==> config.mk <==
export PLATFORM = sky130hd
export DESIGN_NAME = smc_mode_control
export DESIGN_NICKNAME = d
export VERILOG_FILES = /design/src/design/smc_pkg.sv /design/src/design/smc_mode_control.sv
export VERILOG_INCLUDE_DIRS = /design/src /design/src/design
export SDC_FILE = /design/constraint.sdc
export NUM_CORES = 1
export LEC_CHECK = 0
export BUFFER_PORTS_ARGS = -buffer_cell sky130_fd_sc_hd__buf_2
export CELL_PAD_IN_SITES_DETAIL_PLACEMENT = 1
export CELL_PAD_IN_SITES_GLOBAL_PLACEMENT = 2
export CORE_MARGIN = 3
export CORE_UTILIZATION = 30
export DETAILED_ROUTE_END_ITERATION = 10
export PLACE_DENSITY = 0.89
export SETUP_SLACK_MARGIN = 0.3
export SYNTH_ARGS = -nofsm -noshare
export SYNTH_HDL_FRONTEND = slang
export SYNTH_SLANG_ARGS = --single-unit
==> constraint.sdc <==
create_clock -name clk -period 2.3 [get_ports clk]
set_input_delay 0.115 -clock clk [delete_from_list [all_inputs] [get_ports clk]]
set_output_delay 0.115 -clock clk [all_outputs]
set_load 0.02 [all_outputs]
==> src/design/smc_regs.svh <==
`ifndef SMC_REGS_SVH
`define SMC_REGS_SVH
// Notes on behaviour
// RL1: Step-down on in normal, stop, restart only.
// RL2: PWM fixed frequency; normal, restart, stop upshift.
// RL3: PWM allows full-period high-side on; code allows it only once the loop is closed.
// RL4: Stop entry switches step-down to PFM.
// RL5: Soft start at power-up, sleep/fail-safe restart.
// RL6: Open loop at minimum duty, held periods.
// RL7: Duty rises by fixed steps until target.
// RL8: Target reached closes the regulation loop.
// RL9: Switch-node open/short flags change nothing else.
// RL10: Step-up pin faults and ground loss flagged.
// RL11: Software enables step-up, selects one of four.
// RL12: Step-up follows selected threshold with hysteresis.
// RL13: Step-up activation sets the active flag.
// RL14: Selection change while enabled: error, discarded.
// RL15: Step-up always fixed-frequency PWM.
// RL16: Normal mode runs step-down in PWM.
// RL17: Stop policy: PFM, automatic, or wake pin.
// RL18: Automatic upshift beats pin-driven setting.
// RL19: Both cleared keeps PFM through stop.
// RL20: Load above threshold upshifts, event, flag.
// RL21: Host rewrites stop command to return PFM.
// RL22: Wake pin level selects PFM or PWM directly.
// RL23: Delay select picks 1 ms or 100 us.
// RL24: Soft-start duty, step, hold are parameters.

// Register byte offsets
`define SMC_CTRL_OFS 8'h00
`define SMC_STOPCMD_OFS 8'h04
`define SMC_STATUS_OFS 8'h08
`define SMC_DUTY_OFS 8'h0C

// Control register fields
`define SMC_CTRL_STEPUP_EN 0
`define SMC_CTRL_VSEL_LO 1
`define SMC_CTRL_VSEL_HI 2
`define SMC_CTRL_AUTO_UP 3
`define SMC_CTRL_PIN_UP 4
`define SMC_CTRL_DLY_SEL 5
`define SMC_CTRL_RESET 6'h00

// Status register fields; bits below STICKY_N are write-one-to-clear
`define SMC_STICKY_N 8
`define SMC_ST_SW_OPEN 0
`define SMC_ST_SW_SHORT 1
`define SMC_ST_UP_OPEN 2
`define SMC_ST_UP_SHORT 3
`define SMC_ST_GND_LOSS 4
`define SMC_ST_UP_ACTIVE 5
`define SMC_ST_UPSHIFT 6
`define SMC_ST_CMD_ERR 7
`define SMC_ST_BUCK_EN 8
`define SMC_ST_PWM 9
`define SMC_ST_CLOSED 10
`define SMC_ST_UP_ON 11

// Timing
`define SMC_CLK_MHZ 250
`define SMC_LAG_LONG_US 1000
`define SMC_LAG_SHORT_US 100
`define SMC_LAG_LONG_CYC (`SMC_LAG_LONG_US * `SMC_CLK_MHZ)
`define SMC_LAG_SHORT_CYC (`SMC_LAG_SHORT_US * `SMC_CLK_MHZ)
`endif

==> src/design/smc_pkg.sv <==
package smc_pkg;
    // System mode from the mode controller
    typedef enum logic [2:0] {
        SMC_NORMAL = 3'h0,
        SMC_STOP = 3'h1,
        SMC_RESTART = 3'h2,
        SMC_SLEEP = 3'h3,
        SMC_FAILSAFE = 3'h4
    } smc_mode_t;

    // Soft-start sequencer states
    typedef enum logic [3:0] {
        SS_IDLE = 4'h1,
        SS_OPEN = 4'h2,
        SS_RAMP = 4'h4,
        SS_CLOSED = 4'h8
    } smc_ss_t;

    // Pin fault detectors
    typedef struct packed {
        logic gndLoss;
        logic stepUpShort;
        logic stepUpOpen;
        logic swNodeShort;
        logic swNodeOpen;
    } smc_fault_t;

    // Software control fields
    typedef struct packed {
        logic dlySel;
        logic pinUp;
        logic autoUp;
        logic [1:0] vSel;
        logic stepUpEn;
    } smc_ctrl_t;
endpackage

==> src/design/smc_mode_control.sv <==
`timescale 1ns/10ps
`include "smc_regs.svh"

module smc_mode_control #(
    parameter int DUTY_W = 8,
    parameter logic [DUTY_W-1:0] DUTY_MIN = 8'h08, // RL24
    parameter logic [DUTY_W-1:0] DUTY_STEP = 8'h04, // RL24
    parameter int HOLD_PERIODS = 16, // RL24
    parameter int LAG_LONG_CYC = `SMC_LAG_LONG_CYC,
    parameter int LAG_SHORT_CYC = `SMC_LAG_SHORT_CYC
) (
    input wire logic clk,
    input wire logic rst,
    // APB slave
    input wire logic psel,
    input wire logic penable,
    input wire logic pwrite,
    input wire logic [7:0] paddr,
    input wire logic [31:0] pwdata,
    output logic [31:0] prdata,
    output logic pready,
    output logic pslverr,
    // System side
    input wire smc_pkg::smc_mode_t sysMode,
    input wire smc_pkg::smc_fault_t faultIn,
    input wire logic [3:0] supplyBelowTh,
    input wire logic [3:0] supplyAboveHyst,
    input wire logic loadAboveTh,
    input wire logic wakeInputPin,
    input wire logic periodTick,
    input wire logic outputAtTarget,
    // Regulator controls
    output logic buckEnable,
    output logic buckPwm,
    output logic buckClosedLoop,
    output logic [DUTY_W-1:0] buckDuty,
    output logic buckFullDutyAllow,
    output logic stepUpOn,
    output logic stepUpPwm,
    output logic upshiftEvent
);

    // Lag counter width; holds the long lag at the nominal clock
    localparam int LAG_W = 20;
    // Hold counter width; far above any sensible period count
    localparam int HOLD_W = 16;
    // Highest duty code; the ramp never wraps past it
    localparam logic [DUTY_W-1:0] DUTY_TOP = '1;

    // Software state
    smc_pkg::smc_ctrl_t ctrl;
    // Flags kept until software clears them
    logic [`SMC_STICKY_N-1:0] sticky;
    logic [`SMC_STICKY_N-1:0] stickySet;

    // Mode tracking
    smc_pkg::smc_mode_t prevMode;
    logic inStop;
    logic stopEntry;
    logic modeOn;
    // Cycles left before upshift watching
    logic [LAG_W-1:0] lagCnt;
    logic lagDone;
    logic upshiftLatched;
    logic upshiftSet;
    // Modulation wanted for the next cycle
    logic next_pwm;

    // Soft start
    smc_pkg::smc_ss_t ssState;
    // Counts periods within one hold interval
    logic [HOLD_W-1:0] holdCnt;
    logic holdDone;

    // Bus decode
    logic busAccess;
    logic wrEn;
    logic addrOk;
    logic ctrlWr;
    logic selChangeLocked;
    logic rearm;
    logic [31:0] next_prdata;

    // Combinational mode decode
    // Stop entry is one cycle long, taken against the registered mode
    always_comb begin
        // Stop mode and its first cycle
        inStop = (sysMode == smc_pkg::SMC_STOP);
        stopEntry = inStop && (prevMode != smc_pkg::SMC_STOP);
        // Regulator powered in normal, stop and restart
        modeOn = (sysMode == smc_pkg::SMC_NORMAL) || inStop
            || (sysMode == smc_pkg::SMC_RESTART); // RL1
        // Watching starts once the lag has run out; a rearm restarts it
        lagDone = inStop && !stopEntry && !rearm && (lagCnt == '0);
        // Last period of a hold interval
        holdDone = periodTick && (holdCnt == HOLD_W'(HOLD_PERIODS - 1));
    end

    // APB decode; a write acts on the edge where pready is seen high
    // The first access cycle loads the answer, the second completes it
    always_comb begin
        // First access cycle and completing write
        busAccess = psel && penable && !pready;
        wrEn = psel && penable && pready && pwrite;
        // Only the four aligned words are mapped
        addrOk = (paddr == `SMC_CTRL_OFS) || (paddr == `SMC_STOPCMD_OFS)
            || (paddr == `SMC_STATUS_OFS) || (paddr == `SMC_DUTY_OFS);
        ctrlWr = wrEn && (paddr == `SMC_CTRL_OFS);
        // A selection change with step-up enabled is refused
        selChangeLocked = ctrlWr && ctrl.stepUpEn
            && (pwdata[`SMC_CTRL_VSEL_HI:`SMC_CTRL_VSEL_LO] != ctrl.vSel); // RL14
        rearm = wrEn && (paddr == `SMC_STOPCMD_OFS) && inStop; // RL21
    end

    // Read data mux
    // Status mixes sticky flags with the live regulator state
    always_comb begin
        // Unused bits read as zero
        next_prdata = 32'h00000000;
        case (paddr)
            `SMC_CTRL_OFS: begin
                next_prdata[5:0] = ctrl;
            end
            `SMC_STATUS_OFS: begin
                next_prdata[`SMC_STICKY_N-1:0] = sticky;
                next_prdata[`SMC_ST_BUCK_EN] = buckEnable;
                next_prdata[`SMC_ST_PWM] = buckPwm;
                next_prdata[`SMC_ST_CLOSED] = buckClosedLoop;
                next_prdata[`SMC_ST_UP_ON] = stepUpOn;
            end
            `SMC_DUTY_OFS: begin
                next_prdata[DUTY_W-1:0] = buckDuty;
            end
            default: begin
                // Unmapped places read as zero
                next_prdata = 32'h00000000;
            end
        endcase
    end

    // APB answer: ready one cycle into the access phase
    // pready stands one cycle, so back-to-back transfers need no gap
    always_ff @(posedge clk) begin
        if (rst) begin
            pready <= 1'b0;
            pslverr <= 1'b0;
            prdata <= 32'h00000000;
        end else begin
            pready <= busAccess;
            if (busAccess) begin
                // Error flag rides with pready
                pslverr <= !addrOk || (paddr[1:0] != 2'h0);
                prdata <= next_prdata;
            end else begin
                pslverr <= 1'b0;
            end
        end
    end

    // Control register; a locked selection change drops the whole write
    // Writes land only at the completing edge of the transfer
    always_ff @(posedge clk) begin
        if (rst) begin
            ctrl <= `SMC_CTRL_RESET;
        end else if (ctrlWr && !selChangeLocked) begin
            // Step-up enable and output selection
            ctrl.stepUpEn <= pwdata[`SMC_CTRL_STEPUP_EN]; // RL11
            ctrl.vSel <= pwdata[`SMC_CTRL_VSEL_HI:`SMC_CTRL_VSEL_LO]; // RL11
            ctrl.autoUp <= pwdata[`SMC_CTRL_AUTO_UP];
            ctrl.pinUp <= pwdata[`SMC_CTRL_PIN_UP];
            ctrl.dlySel <= pwdata[`SMC_CTRL_DLY_SEL];
        end
    end

    // Events feeding the sticky status bits
    // Flags only report; none of them touches mode or configuration
    always_comb begin
        stickySet = '0;
        stickySet[`SMC_ST_SW_OPEN] = faultIn.swNodeOpen; // RL9
        stickySet[`SMC_ST_SW_SHORT] = faultIn.swNodeShort; // RL9
        stickySet[`SMC_ST_UP_OPEN] = faultIn.stepUpOpen; // RL10
        stickySet[`SMC_ST_UP_SHORT] = faultIn.stepUpShort; // RL10
        stickySet[`SMC_ST_GND_LOSS] = faultIn.gndLoss; // RL10
        stickySet[`SMC_ST_UP_ACTIVE] = stepUpOn; // RL13
        stickySet[`SMC_ST_UPSHIFT] = upshiftSet; // RL20
        stickySet[`SMC_ST_CMD_ERR] = selChangeLocked; // RL14
    end

    // Sticky bits, write one to clear; a set in the same cycle wins
    generate
        for (genvar i = 0; i < `SMC_STICKY_N; i++) begin : gSticky
            always_ff @(posedge clk) begin
                if (rst) begin
                    sticky[i] <= 1'b0;
                    // A fresh event outranks the clear
                end else if (stickySet[i]) begin
                    sticky[i] <= 1'b1;
                    // Cleared by writing one to the status word
                end else if (wrEn && (paddr == `SMC_STATUS_OFS) && pwdata[i]) begin
                    sticky[i] <= 1'b0;
                end
            end
        end
    endgenerate

    // Previous mode for entry detection
    // Resetting to sleep makes stop at power-up count as an entry
    always_ff @(posedge clk) begin
        if (rst) begin
            prevMode <= smc_pkg::SMC_SLEEP;
        end else begin
            prevMode <= sysMode;
        end
    end

    // Lag before automatic upshift watching; reloaded by stop entry or rearm
    // The length is taken from the select bit at the reload
    always_ff @(posedge clk) begin
        if (rst) begin
            lagCnt <= '0;
        end else if (stopEntry || rearm) begin
            lagCnt <= ctrl.dlySel ? LAG_W'(LAG_LONG_CYC - 1) : LAG_W'(LAG_SHORT_CYC - 1); // RL23
        end else if (lagCnt != '0) begin
            lagCnt <= lagCnt - LAG_W'(1);
        end
    end

    // Automatic upshift holds until a new stop command
    always_comb begin
        upshiftSet = inStop && ctrl.autoUp && lagDone && loadAboveTh && !upshiftLatched; // RL20
    end

    // Upshift latch; cleared outside stop, on entry and by a rearm
    always_ff @(posedge clk) begin
        if (rst) begin
            upshiftLatched <= 1'b0;
        end else if (upshiftSet) begin
            upshiftLatched <= 1'b1; // RL20
        end else if (!inStop || stopEntry || rearm) begin
            upshiftLatched <= 1'b0; // RL21
        end
    end

    // One-cycle event for the interrupt collector
    // The latch blocks a second set, so it pulses once per upshift
    always_ff @(posedge clk) begin
        if (rst) begin
            upshiftEvent <= 1'b0;
        end else begin
            upshiftEvent <= upshiftSet; // RL20
        end
    end

    // Modulation choice per system mode
    always_comb begin
        case (sysMode)
            smc_pkg::SMC_NORMAL: begin
                next_pwm = 1'b1; // RL16
            end
            smc_pkg::SMC_RESTART: begin
                next_pwm = 1'b1; // RL2
            end
            smc_pkg::SMC_STOP: begin
                // Entry cycle forces PFM before any policy applies
                if (stopEntry) begin
                    next_pwm = 1'b0; // RL4
                end else if (ctrl.autoUp) begin
                    next_pwm = upshiftLatched; // RL18
                end else if (ctrl.pinUp) begin
                    next_pwm = wakeInputPin; // RL22
                end else begin
                    next_pwm = 1'b0; // RL19
                end
            end
            default: begin
                // Sleep and fail-safe leave the regulator off
                next_pwm = 1'b0;
            end
        endcase
    end

    // Step-down enable and modulation outputs
    // Both follow the mode one cycle late
    always_ff @(posedge clk) begin
        if (rst) begin
            buckEnable <= 1'b0;
            buckPwm <= 1'b0;
        end else begin
            buckEnable <= modeOn; // RL1
            buckPwm <= modeOn && next_pwm; // RL17
        end
    end

    // Soft-start sequencer; disabled regulator returns to idle
    always_ff @(posedge clk) begin
        if (rst) begin
            ssState <= smc_pkg::SS_IDLE;
            holdCnt <= '0;
            buckDuty <= '0;
        end else if (!modeOn) begin
            ssState <= smc_pkg::SS_IDLE; // RL5
            holdCnt <= '0;
            buckDuty <= '0;
        end else begin
            case (ssState)
                // Start from the minimum duty with the loop open
                smc_pkg::SS_IDLE: begin
                    ssState <= smc_pkg::SS_OPEN; // RL5
                    holdCnt <= '0;
                    buckDuty <= DUTY_MIN; // RL6
                end
                // Hold the minimum duty for the set number of periods
                smc_pkg::SS_OPEN: begin
                    if (periodTick) begin
                        holdCnt <= holdDone ? '0 : holdCnt + HOLD_W'(1); // RL6
                    end
                    if (holdDone) begin
                        ssState <= smc_pkg::SS_RAMP;
                    end
                end
                smc_pkg::SS_RAMP: begin
                    if (outputAtTarget) begin
                        ssState <= smc_pkg::SS_CLOSED; // RL8
                    end else if (periodTick) begin
                        holdCnt <= holdDone ? '0 : holdCnt + HOLD_W'(1);
                        // Step up by one increment, never past the top code
                        if (holdDone && (buckDuty <= DUTY_TOP - DUTY_STEP)) begin
                            buckDuty <= buckDuty + DUTY_STEP; // RL7
                        end
                    end
                end
                // Loop stays closed until the regulator is switched off
                smc_pkg::SS_CLOSED: begin
                    ssState <= smc_pkg::SS_CLOSED;
                end
                default: begin
                    ssState <= smc_pkg::SS_IDLE;
                end
            endcase
        end
    end

    // Loop closure and full-duty permission
    // Full duty only with the loop closed and PWM selected
    always_ff @(posedge clk) begin
        if (rst) begin
            buckClosedLoop <= 1'b0;
            buckFullDutyAllow <= 1'b0;
        end else begin
            buckClosedLoop <= modeOn && (ssState == smc_pkg::SS_CLOSED); // RL8
            buckFullDutyAllow <= modeOn && next_pwm
                && (ssState == smc_pkg::SS_CLOSED); // RL3
        end
    end

    // Step-up threshold control with hysteresis
    // Only the comparator pair of the selected output is used
    always_ff @(posedge clk) begin
        if (rst) begin
            stepUpOn <= 1'b0;
            stepUpPwm <= 1'b0;
        end else begin
            stepUpPwm <= 1'b1; // RL15
            if (!(ctrl.stepUpEn && modeOn)) begin
                stepUpOn <= 1'b0;
                // Falling below the threshold wins over the hysteresis
            end else if (supplyBelowTh[ctrl.vSel]) begin
                stepUpOn <= 1'b1; // RL12
            end else if (supplyAboveHyst[ctrl.vSel]) begin
                stepUpOn <= 1'b0; // RL12
            end
        end
    end

endmodule

After elaboration in Yosys (flattened, before gate mapping)

Index checks and enable logic that the tools add are counted.

Bits in writable memories: 0
Input port bits: 65
Memories: 0
Memory bits (read-only): 0
Bits in latches: 0
Word-level logic and storage cells: 174
Bits in registers: 87
Output and inout bits: 49

Divide/modulo/power cells: 0
Muxes and demuxes: 46
Add/subtract/negate cells: 3
Eq/ne operators: 17
$mul: 0
Reductions and logical operators: 74
Shifts and indexed selects: 0
Bitwise gates (word level): 3
$lt $le $gt $ge: 2

Operator list:

| operator                                                             | count |
|---|---|
| 16-bit 2-to-1 mux                                                    | 3 |
| 16-bit one-hot mux with 3 select lines                               | 1 |
| 20-bit 2-to-1 mux                                                    | 2 |
| 1-bit logical AND                                                    | 33 |
| 1-bit 2-to-1 mux                                                     | 26 |
| 2-bit nonzero test                                                   | 13 |
| 8-bit 2-to-1 mux                                                     | 3 |
| 20-bit zero test                                                     | 1 |
| 20-bit nonzero test                                                  | 1 |
| 20-bit by 1-bit subtractor with 20-bit output, second input constant | 1 |
| 18-bit 2-to-1 mux                                                    | 1 |
| 6-bit one-hot mux with 3 select lines                                | 1 |
| 16-bit by 1-bit adder with 16-bit output, second input constant      | 1 |
| 16-bit by 4-bit == test with 1-bit output, second input constant     | 1 |
| 8-bit by 4-bit == test with 1-bit output, second input constant      | 2 |
| 4-bit one-hot mux with 4 select lines                                | 1 |
| 8-bit one-hot mux with 2 select lines                                | 1 |
| 4-bit 2-to-1 mux                                                     | 3 |
| 2-bit != test, second input constant                                 | 5 |
| 1-bit logical OR                                                     | 9 |
| 8-bit by 3-bit adder with 8-bit output, second input constant        | 1 |
| 8-bit by 3-bit == test with 1-bit output, second input constant      | 1 |
| 8-bit less-or-equal comparator, second input constant                | 1 |
| 8-bit zero test                                                      | 1 |
| 19 further kinds                                                     | 32 |

Logic depth before layout (Yosys ltp)

Depth after elaboration: 12
Depth in mapped cells: 8
Depth with buffers taken out: 7

Worst setup path before layout

No wires, ideal clock.

Path type: register to register
Start point: register holdCnt[0]
End point: register holdCnt[4]
Period minus slack after synthesis: 1.970 ns
Buffers on the path: 1
Data arrival time: 1.854 ns
Stages on the path, launching flop included: 8
Data required time: 2.185 ns
Slack: 0.330 ns
Setup time: 0.115 ns
Cell sequence: dfxtp_1 > ha_1 > nor4bb_1 > and4_1 > nor2_1 > o31ai_1 > buf_4 > nor2_1

Longest elaborated chain between the ends: 6
Elaborated cells between the ends (all ways): 7
Those cells by class: 1 x add/sub; 1 x eq/ne; 4 x mux; 1 x reduce/logical

RTL lines:

| what                                                                             | line                                             | source |
|---|---|---|
| start: declaration                                                               | smc_mode_control.sv:72                           | `logic [HOLD_W-1:0] holdCnt;` |
| start signal: assignment                                                         | smc_mode_control.sv:315                          | `holdCnt <= holdDone ? '0 : holdCnt + HOLD_W'(1);` |
| start signal: assignment                                                         | smc_mode_control.sv:325                          | `holdCnt <= holdDone ? '0 : holdCnt + HOLD_W'(1);` |
| branches (longest 2 deep; another with 16-bit by 1-bit adder with 16-bit output) | -                                                |  |
| 16-bit 2-to-1 mux (*)                                                            | smc_mode_control.sv:315, smc_mode_control.sv:325 |  |
| 16-bit 2-to-1 mux (*)                                                            | smc_mode_control.sv:314, smc_mode_control.sv:324 |  |
| 16-bit 2-to-1 mux                                                                | smc_mode_control.sv:322                          | `if (outputAtTarget) begin` |
| 16-bit one-hot mux with 3 select lines (*)                                       | smc_mode_control.sv:305                          | `case (ssState)` |

Mark *: on every way between the ends. The select of a mux whose other input is x is not followed.
A chain may end at the register's enable or synchronous reset.

Final worst setup path

Start point: register lagCnt[5]
End point: register sticky[6]

Longest elaborated chain between the ends: 6
Elaborated cells between the ends (all ways): 7
Those cells by class: 1 x mux; 6 x reduce/logical

RTL lines:

| what                                                   | line                    | source |
|---|---|---|
| start: declaration                                     | smc_mode_control.sv:62  | `logic [LAG_W-1:0] lagCnt;` |
| start signal: assignment                               | smc_mode_control.sv:222 | `lagCnt <= ctrl.dlySel ? LAG_W'(LAG_LONG_CYC - 1) : LAG_W'(LAG_SHORT_CYC - 1);` |
| start signal: assignment                               | smc_mode_control.sv:224 | `lagCnt <= lagCnt - LAG_W'(1);` |
| 20-bit zero test (*)                                   | smc_mode_control.sv:94  | `lagDone = inStop && !stopEntry && !rearm && (lagCnt == '0);` |
| 1-bit logical AND (*)                                  | smc_mode_control.sv:94  |  |
| 1-bit logical AND (*) (3 in series)                    | smc_mode_control.sv:230 | `upshiftSet = inStop && ctrl.autoUp && lagDone && loadAboveTh && !upshiftLatched;` |
| 1-bit 2-to-1 mux or 2-bit nonzero test (tied branches) | -                       |  |
| end signal: indexed assignment                         | smc_mode_control.sv:194 | `sticky[i] <= 1'b0;` |
| end signal: indexed assignment                         | smc_mode_control.sv:197 | `sticky[i] <= 1'b1;` |
| end signal: indexed assignment                         | smc_mode_control.sv:200 | `sticky[i] <= 1'b0;` |
| end: declaration                                       | smc_mode_control.sv:53  | `` logic [`SMC_STICKY_N-1:0] sticky; `` |

Mark *: on every way between the ends. The rest lies on a longest branch, timed or not.

==> results.md <==
Timing:
- The number of setup violations in the final report is 0.
- The max-slew violation count is 0.
- The worst setup skew after layout is 0.0114 ns.
- Setup repair after global routing could not meet its margin everywhere.
- For the pin with the worst max-slew slack, the measured transition is 0.803 ns.
- The shortest clock period the worst path allows after layout is 1.98 ns.
- The worst max-slew margin expressed relative to the limit is 0.460.
- The final hold violation count was 0.
- Based on the critical path, the design can be clocked at up to 0.505 GHz.
- The part of the cycle the worst path needs is 0.861.
- Adding up every negative setup slack in the final design gives 0 ns.

Clock network:
- The root buffer cell chosen for the clock tree is sky130_fd_sc_hd__clkbuf_16.
- The latest clock arrival within the worst-skew pair is 0.34 ns.
- The clock transition at the registers of the reported paths is 0.06 ns.
- The CTS tree is built.
- In this run, CTS created clock tree buffers numbering 9.
- The clock passes through at most 2 buffers.
- The H-tree was split into 3 levels.
- Counting every sink on the clock net gives 85.

Finish:
- Counting the fill cells in the layout gives 1645.
- The sequential cells in the finished layout cover a total of 0.00171 mm².
- For this run, the post-layout net count is 648.
- The ratio of cells with drive above 1 in the final layout is 0.254.
- For this run, the share of the core covered by cells in the final layout is 0.390.
- The area used by multi-input combinational logic is 0.00243 mm².
- The antenna cell count is 0.
- The area added between synthesis and finish is 24.4%.

Status:
- The run finished with clean final reports.

Power and ir drop:
- Power comes to 0.00493 W.
- The share of total power dissipated in the clock network is 0.297.
- Of the total power, registers draw 0.378.
- In this run the static leakage power is 2.08 nW.
- The logic gate share of total power is 0.325.
- The power spent charging and discharging nets is 0.00170 W.
- The net switching fraction of the power is 0.345.
- The power density over the cells is 934 mW/mm².
- IR analysis of the VDD net gives a maximum drop of 376 µV.
- The internal power is 0.00323 W.

Route:
- The count of unresolved DRC violations after routing is 0.
- The final wirelength is 12.4 mm.
- Dividing the detail-routed wire length by the instance count gives 16.4 µm.
- The detailed-route via count is 3818.
- The number of DRC markers after the initial detailed-route iteration is 132.
- The ratio of routed vias to standard cells is 5.04.
- The number of routed nets with antenna violations is 0.
- The number of detailed-route iterations in the first pass is 4.

GRT:
- The overflow left after global routing is 0.
- Entering global routing, the biggest net connects 39 pins.
- The global router's overall resource usage is 0.157.
- The number of global-route vias before repair was 3990.
- The met3 demand-to-capacity share in global routing is 0.0345.
- The initial antenna violation count is 0.
- The first-pass GRT wire length is 20.2 mm.
- The met2 track demand over resource is 0.275.
- After global routing, the most crowded layer is met2.
- For met1 alone, demand over resource in global routing was 0.197.

Synth:
- By count the netlist is led by sky130_fd_sc_hd__dfxtp_1, sky130_fd_sc_hd__nor2_1, sky130_fd_sc_hd__a21oi_1, sky130_fd_sc_hd__buf_4, sky130_fd_sc_hd__nand2_1.
- The most used flip-flop cell after synthesis is sky130_fd_sc_hd__dfxtp_1.
- The distinct cell type count of the synthesized netlist is 55.
- The number of flip-flops and latches in the synthesized netlist is 85.
- The most frequent cell after synthesis is sky130_fd_sc_hd__dfxtp_1.
- Sorting the synthesized cells by area gives the leading types as sky130_fd_sc_hd__dfxtp_1, sky130_fd_sc_hd__nor2_1, sky130_fd_sc_hd__buf_4, sky130_fd_sc_hd__a21oi_1, sky130_fd_sc_hd__mux2i_1.
- In this run the mean area of a mapped cell was 8.56 µm².
- The number of enable flip-flop cells after synthesis is 0.
- The Yosys step of the flow raised 0 warnings.
- The share of synthesized flip-flops with an asynchronous set or reset is 0.
- The post-synthesis instance area is 0.00424 mm².
- The top cell type by total area after synthesis is sky130_fd_sc_hd__dfxtp_1.
- The cell count after synthesis is 496.
- The top-area cell type share of the netlist area is 0.401.
- For this run, the register share of the synthesized area comes to 0.401.

Min path:
- The worst hold path passes through 2 cells.
- The path with the worst hold slack has its endpoint at prevMode[2].
- The worst hold path begins at rst.
- The class of the most critical hold timing path is in -> reg.

Die:
- The die boundary width is 125 µm.
- Row generation in the floorplan step produced 42 rows.
- For this configuration, the core starts out at a cell density of 0.313.
- During I/O placement, the number of pins put on the boundary was 114.
- The core region is 0.0136 mm².
- The vertical extent of the die is 125 µm.
- The die area is 0.0156 mm².

Worst setup path:
- The type of the worst setup path is reg -> reg.
- For flop-to-flop paths, the worst setup slack is 0.32 ns.
- The required time at the endpoint of the critical path is 2.58 ns.
- Measured in cells, the most critical reg-to-reg path has a length of 5.
- The arrival time of the worst setup path is 2.26 ns.
- In this run the critical register-to-register path is captured at sticky[6].
- The origin of the critical flop-to-flop path is lagCnt[5].
- The type of destination of the critical path is a flip-flop.
- Along the worst path, the maximum fanout reaches 5.
- The launching element type of the critical path is a flip-flop.

Placement:
- Routability-driven placement finished with a final weighted congestion of 0.858.
- The count of buffers inserted at the top-level ports is 67.
- The HPWL after detailed placement is 9.18 mm.

Job:
- The max-capacitance violation count is 0.
==> power groups by stage <==
| stage | Combinational, W | Sequential (W) | Clock [W] |
|---|---|---|---|
| finish | 0.00160 | 0.00186 | 0.00146 |
| CTS | 0.00150 | 0.00184 | 0.00150 |
| global placement | 0.00135 | 0.00184 | 0 |
| detailed placement | 0.00141 | 0.00185 | 0 |
| global route | 0.00177 | 0.00189 | 0.00158 |
| floorplan | 0.00103 | 0.00182 | 0 |
==> critical path, stage by stage (launching register included) <==
cell	delay [ns]
sky130_fd_sc_hd__dfxtp_1	0.38
sky130_fd_sc_hd__or4_1	0.62
sky130_fd_sc_hd__nor4_4	0.30
sky130_fd_sc_hd__nor4b_4	0.28
sky130_fd_sc_hd__and3_1	0.24
sky130_fd_sc_hd__a31o_2	0.11
==> area by class of cell <==
| cell class | count | area share |
|---|---|---|
| Clock buffer | 11 | 0.0479 |
| Sequential cell | 85 | 0.324 |
| Timing Repair Buffer | 93 | 0.102 |
| Clock inverter | 4 | 0.00900 |
| Inverter | 22 | 0.0156 |
| Tap cell | 176 | 0.0417 |
| Multi-Input combinational cell | 367 | 0.460 |
==> how the worst max path moves through the flow <==
stage / start / endpoint / slack (ns) / cells after the start
finish: lagCnt[5] / sticky[6] / 0.32 / 5
global route: lagCnt[9] / lagCnt[5] / 0.17 / 6
CTS: lagCnt[9] / lagCnt[1] / 0.28 / 5
detailed placement: lagCnt[5] / upshiftLatched / 0.16 / 5
global placement: lagCnt[5] / sticky[6] / 0.19 / 5
floorplan: holdCnt[0] / holdCnt[4] / 0.33 / 7
==> routing by layer <==
layer / vias to the layer above / wire length (µm)
li1: 1902 / -
met1: 1855 / 5550
met2: 48 / 6400
met3: 13 / 320
met4: 0 / 142
met5: - / 0
==> through the flow <==
step,hold WS (ns),setup slack [ns],area [µm²],cells
final,0.0138,0.320,5280,758
after global routing,0.00779,0.169,5280,758
after CTS,0.00684,0.280,5150,757
after detailed placement,0.342,0.164,4780,738
after global placement,0.339,0.186,4780,738
after floorplan,0.219,0.330,4320,517
==> cells by family after synthesis <==
| logic type | share of synthesized area |
|---|---|
| buffers and inverters | 0.0802 |
| AO/OA/AOI/OAI | 0.166 |
| other | 0.000884 |
| multiplexers | 0.0463 |
| AND/OR/NAND/NOR | 0.237 |
| XOR/XNOR | 0.0537 |
| adder cells (fa/ha/maj) | 0.0147 |
| flip-flops | 0.401 |
==> what timing repair did <==
action	4_1_cts	5_1_grt
pin swaps	1	3
hold buffers	2	0
cloned	0	1
setup endpoints to repair	10	39
setup buffers	2	0
hold endpoints to repair	2	0
resized for setup	6	33
==> flip-flops by register name (all words and copies together), names as in the netlist, 3 cells and up <==
name and cells:
buckDuty 6, ctrl 6, holdCnt 16, lagCnt 20, prdata 12, prevMode 3, ssState 4, sticky 8
==> layout by cell type (no fill, tap or decap), types with 7 or more instances in the layout <==
master	synthesis	routed
sky130_fd_sc_hd__a311oi_1	7	7
sky130_fd_sc_hd__nand3_1	14	14
sky130_fd_sc_hd__a22oi_1	10	10
sky130_fd_sc_hd__nor2_1	64	63
sky130_fd_sc_hd__clkbuf_16	0	9
sky130_fd_sc_hd__inv_1	21	21
sky130_fd_sc_hd__conb_1	1	22
sky130_fd_sc_hd__buf_4	23	23
sky130_fd_sc_hd__xor2_1	13	13
sky130_fd_sc_hd__xnor2_1	13	13
sky130_fd_sc_hd__o211ai_1	7	7
sky130_fd_sc_hd__mux2i_1	14	14
sky130_fd_sc_hd__nor3_1	14	14
sky130_fd_sc_hd__or3_1	8	8
sky130_fd_sc_hd__o21ai_0	17	16
sky130_fd_sc_hd__nand2_1	22	22
sky130_fd_sc_hd__nand4_1	8	8
sky130_fd_sc_hd__a21oi_1	34	33
sky130_fd_sc_hd__nor4_1	11	7
sky130_fd_sc_hd__buf_2	2	67
sky130_fd_sc_hd__dfxtp_1	85	81
Power figures use the tool's default switching activity.
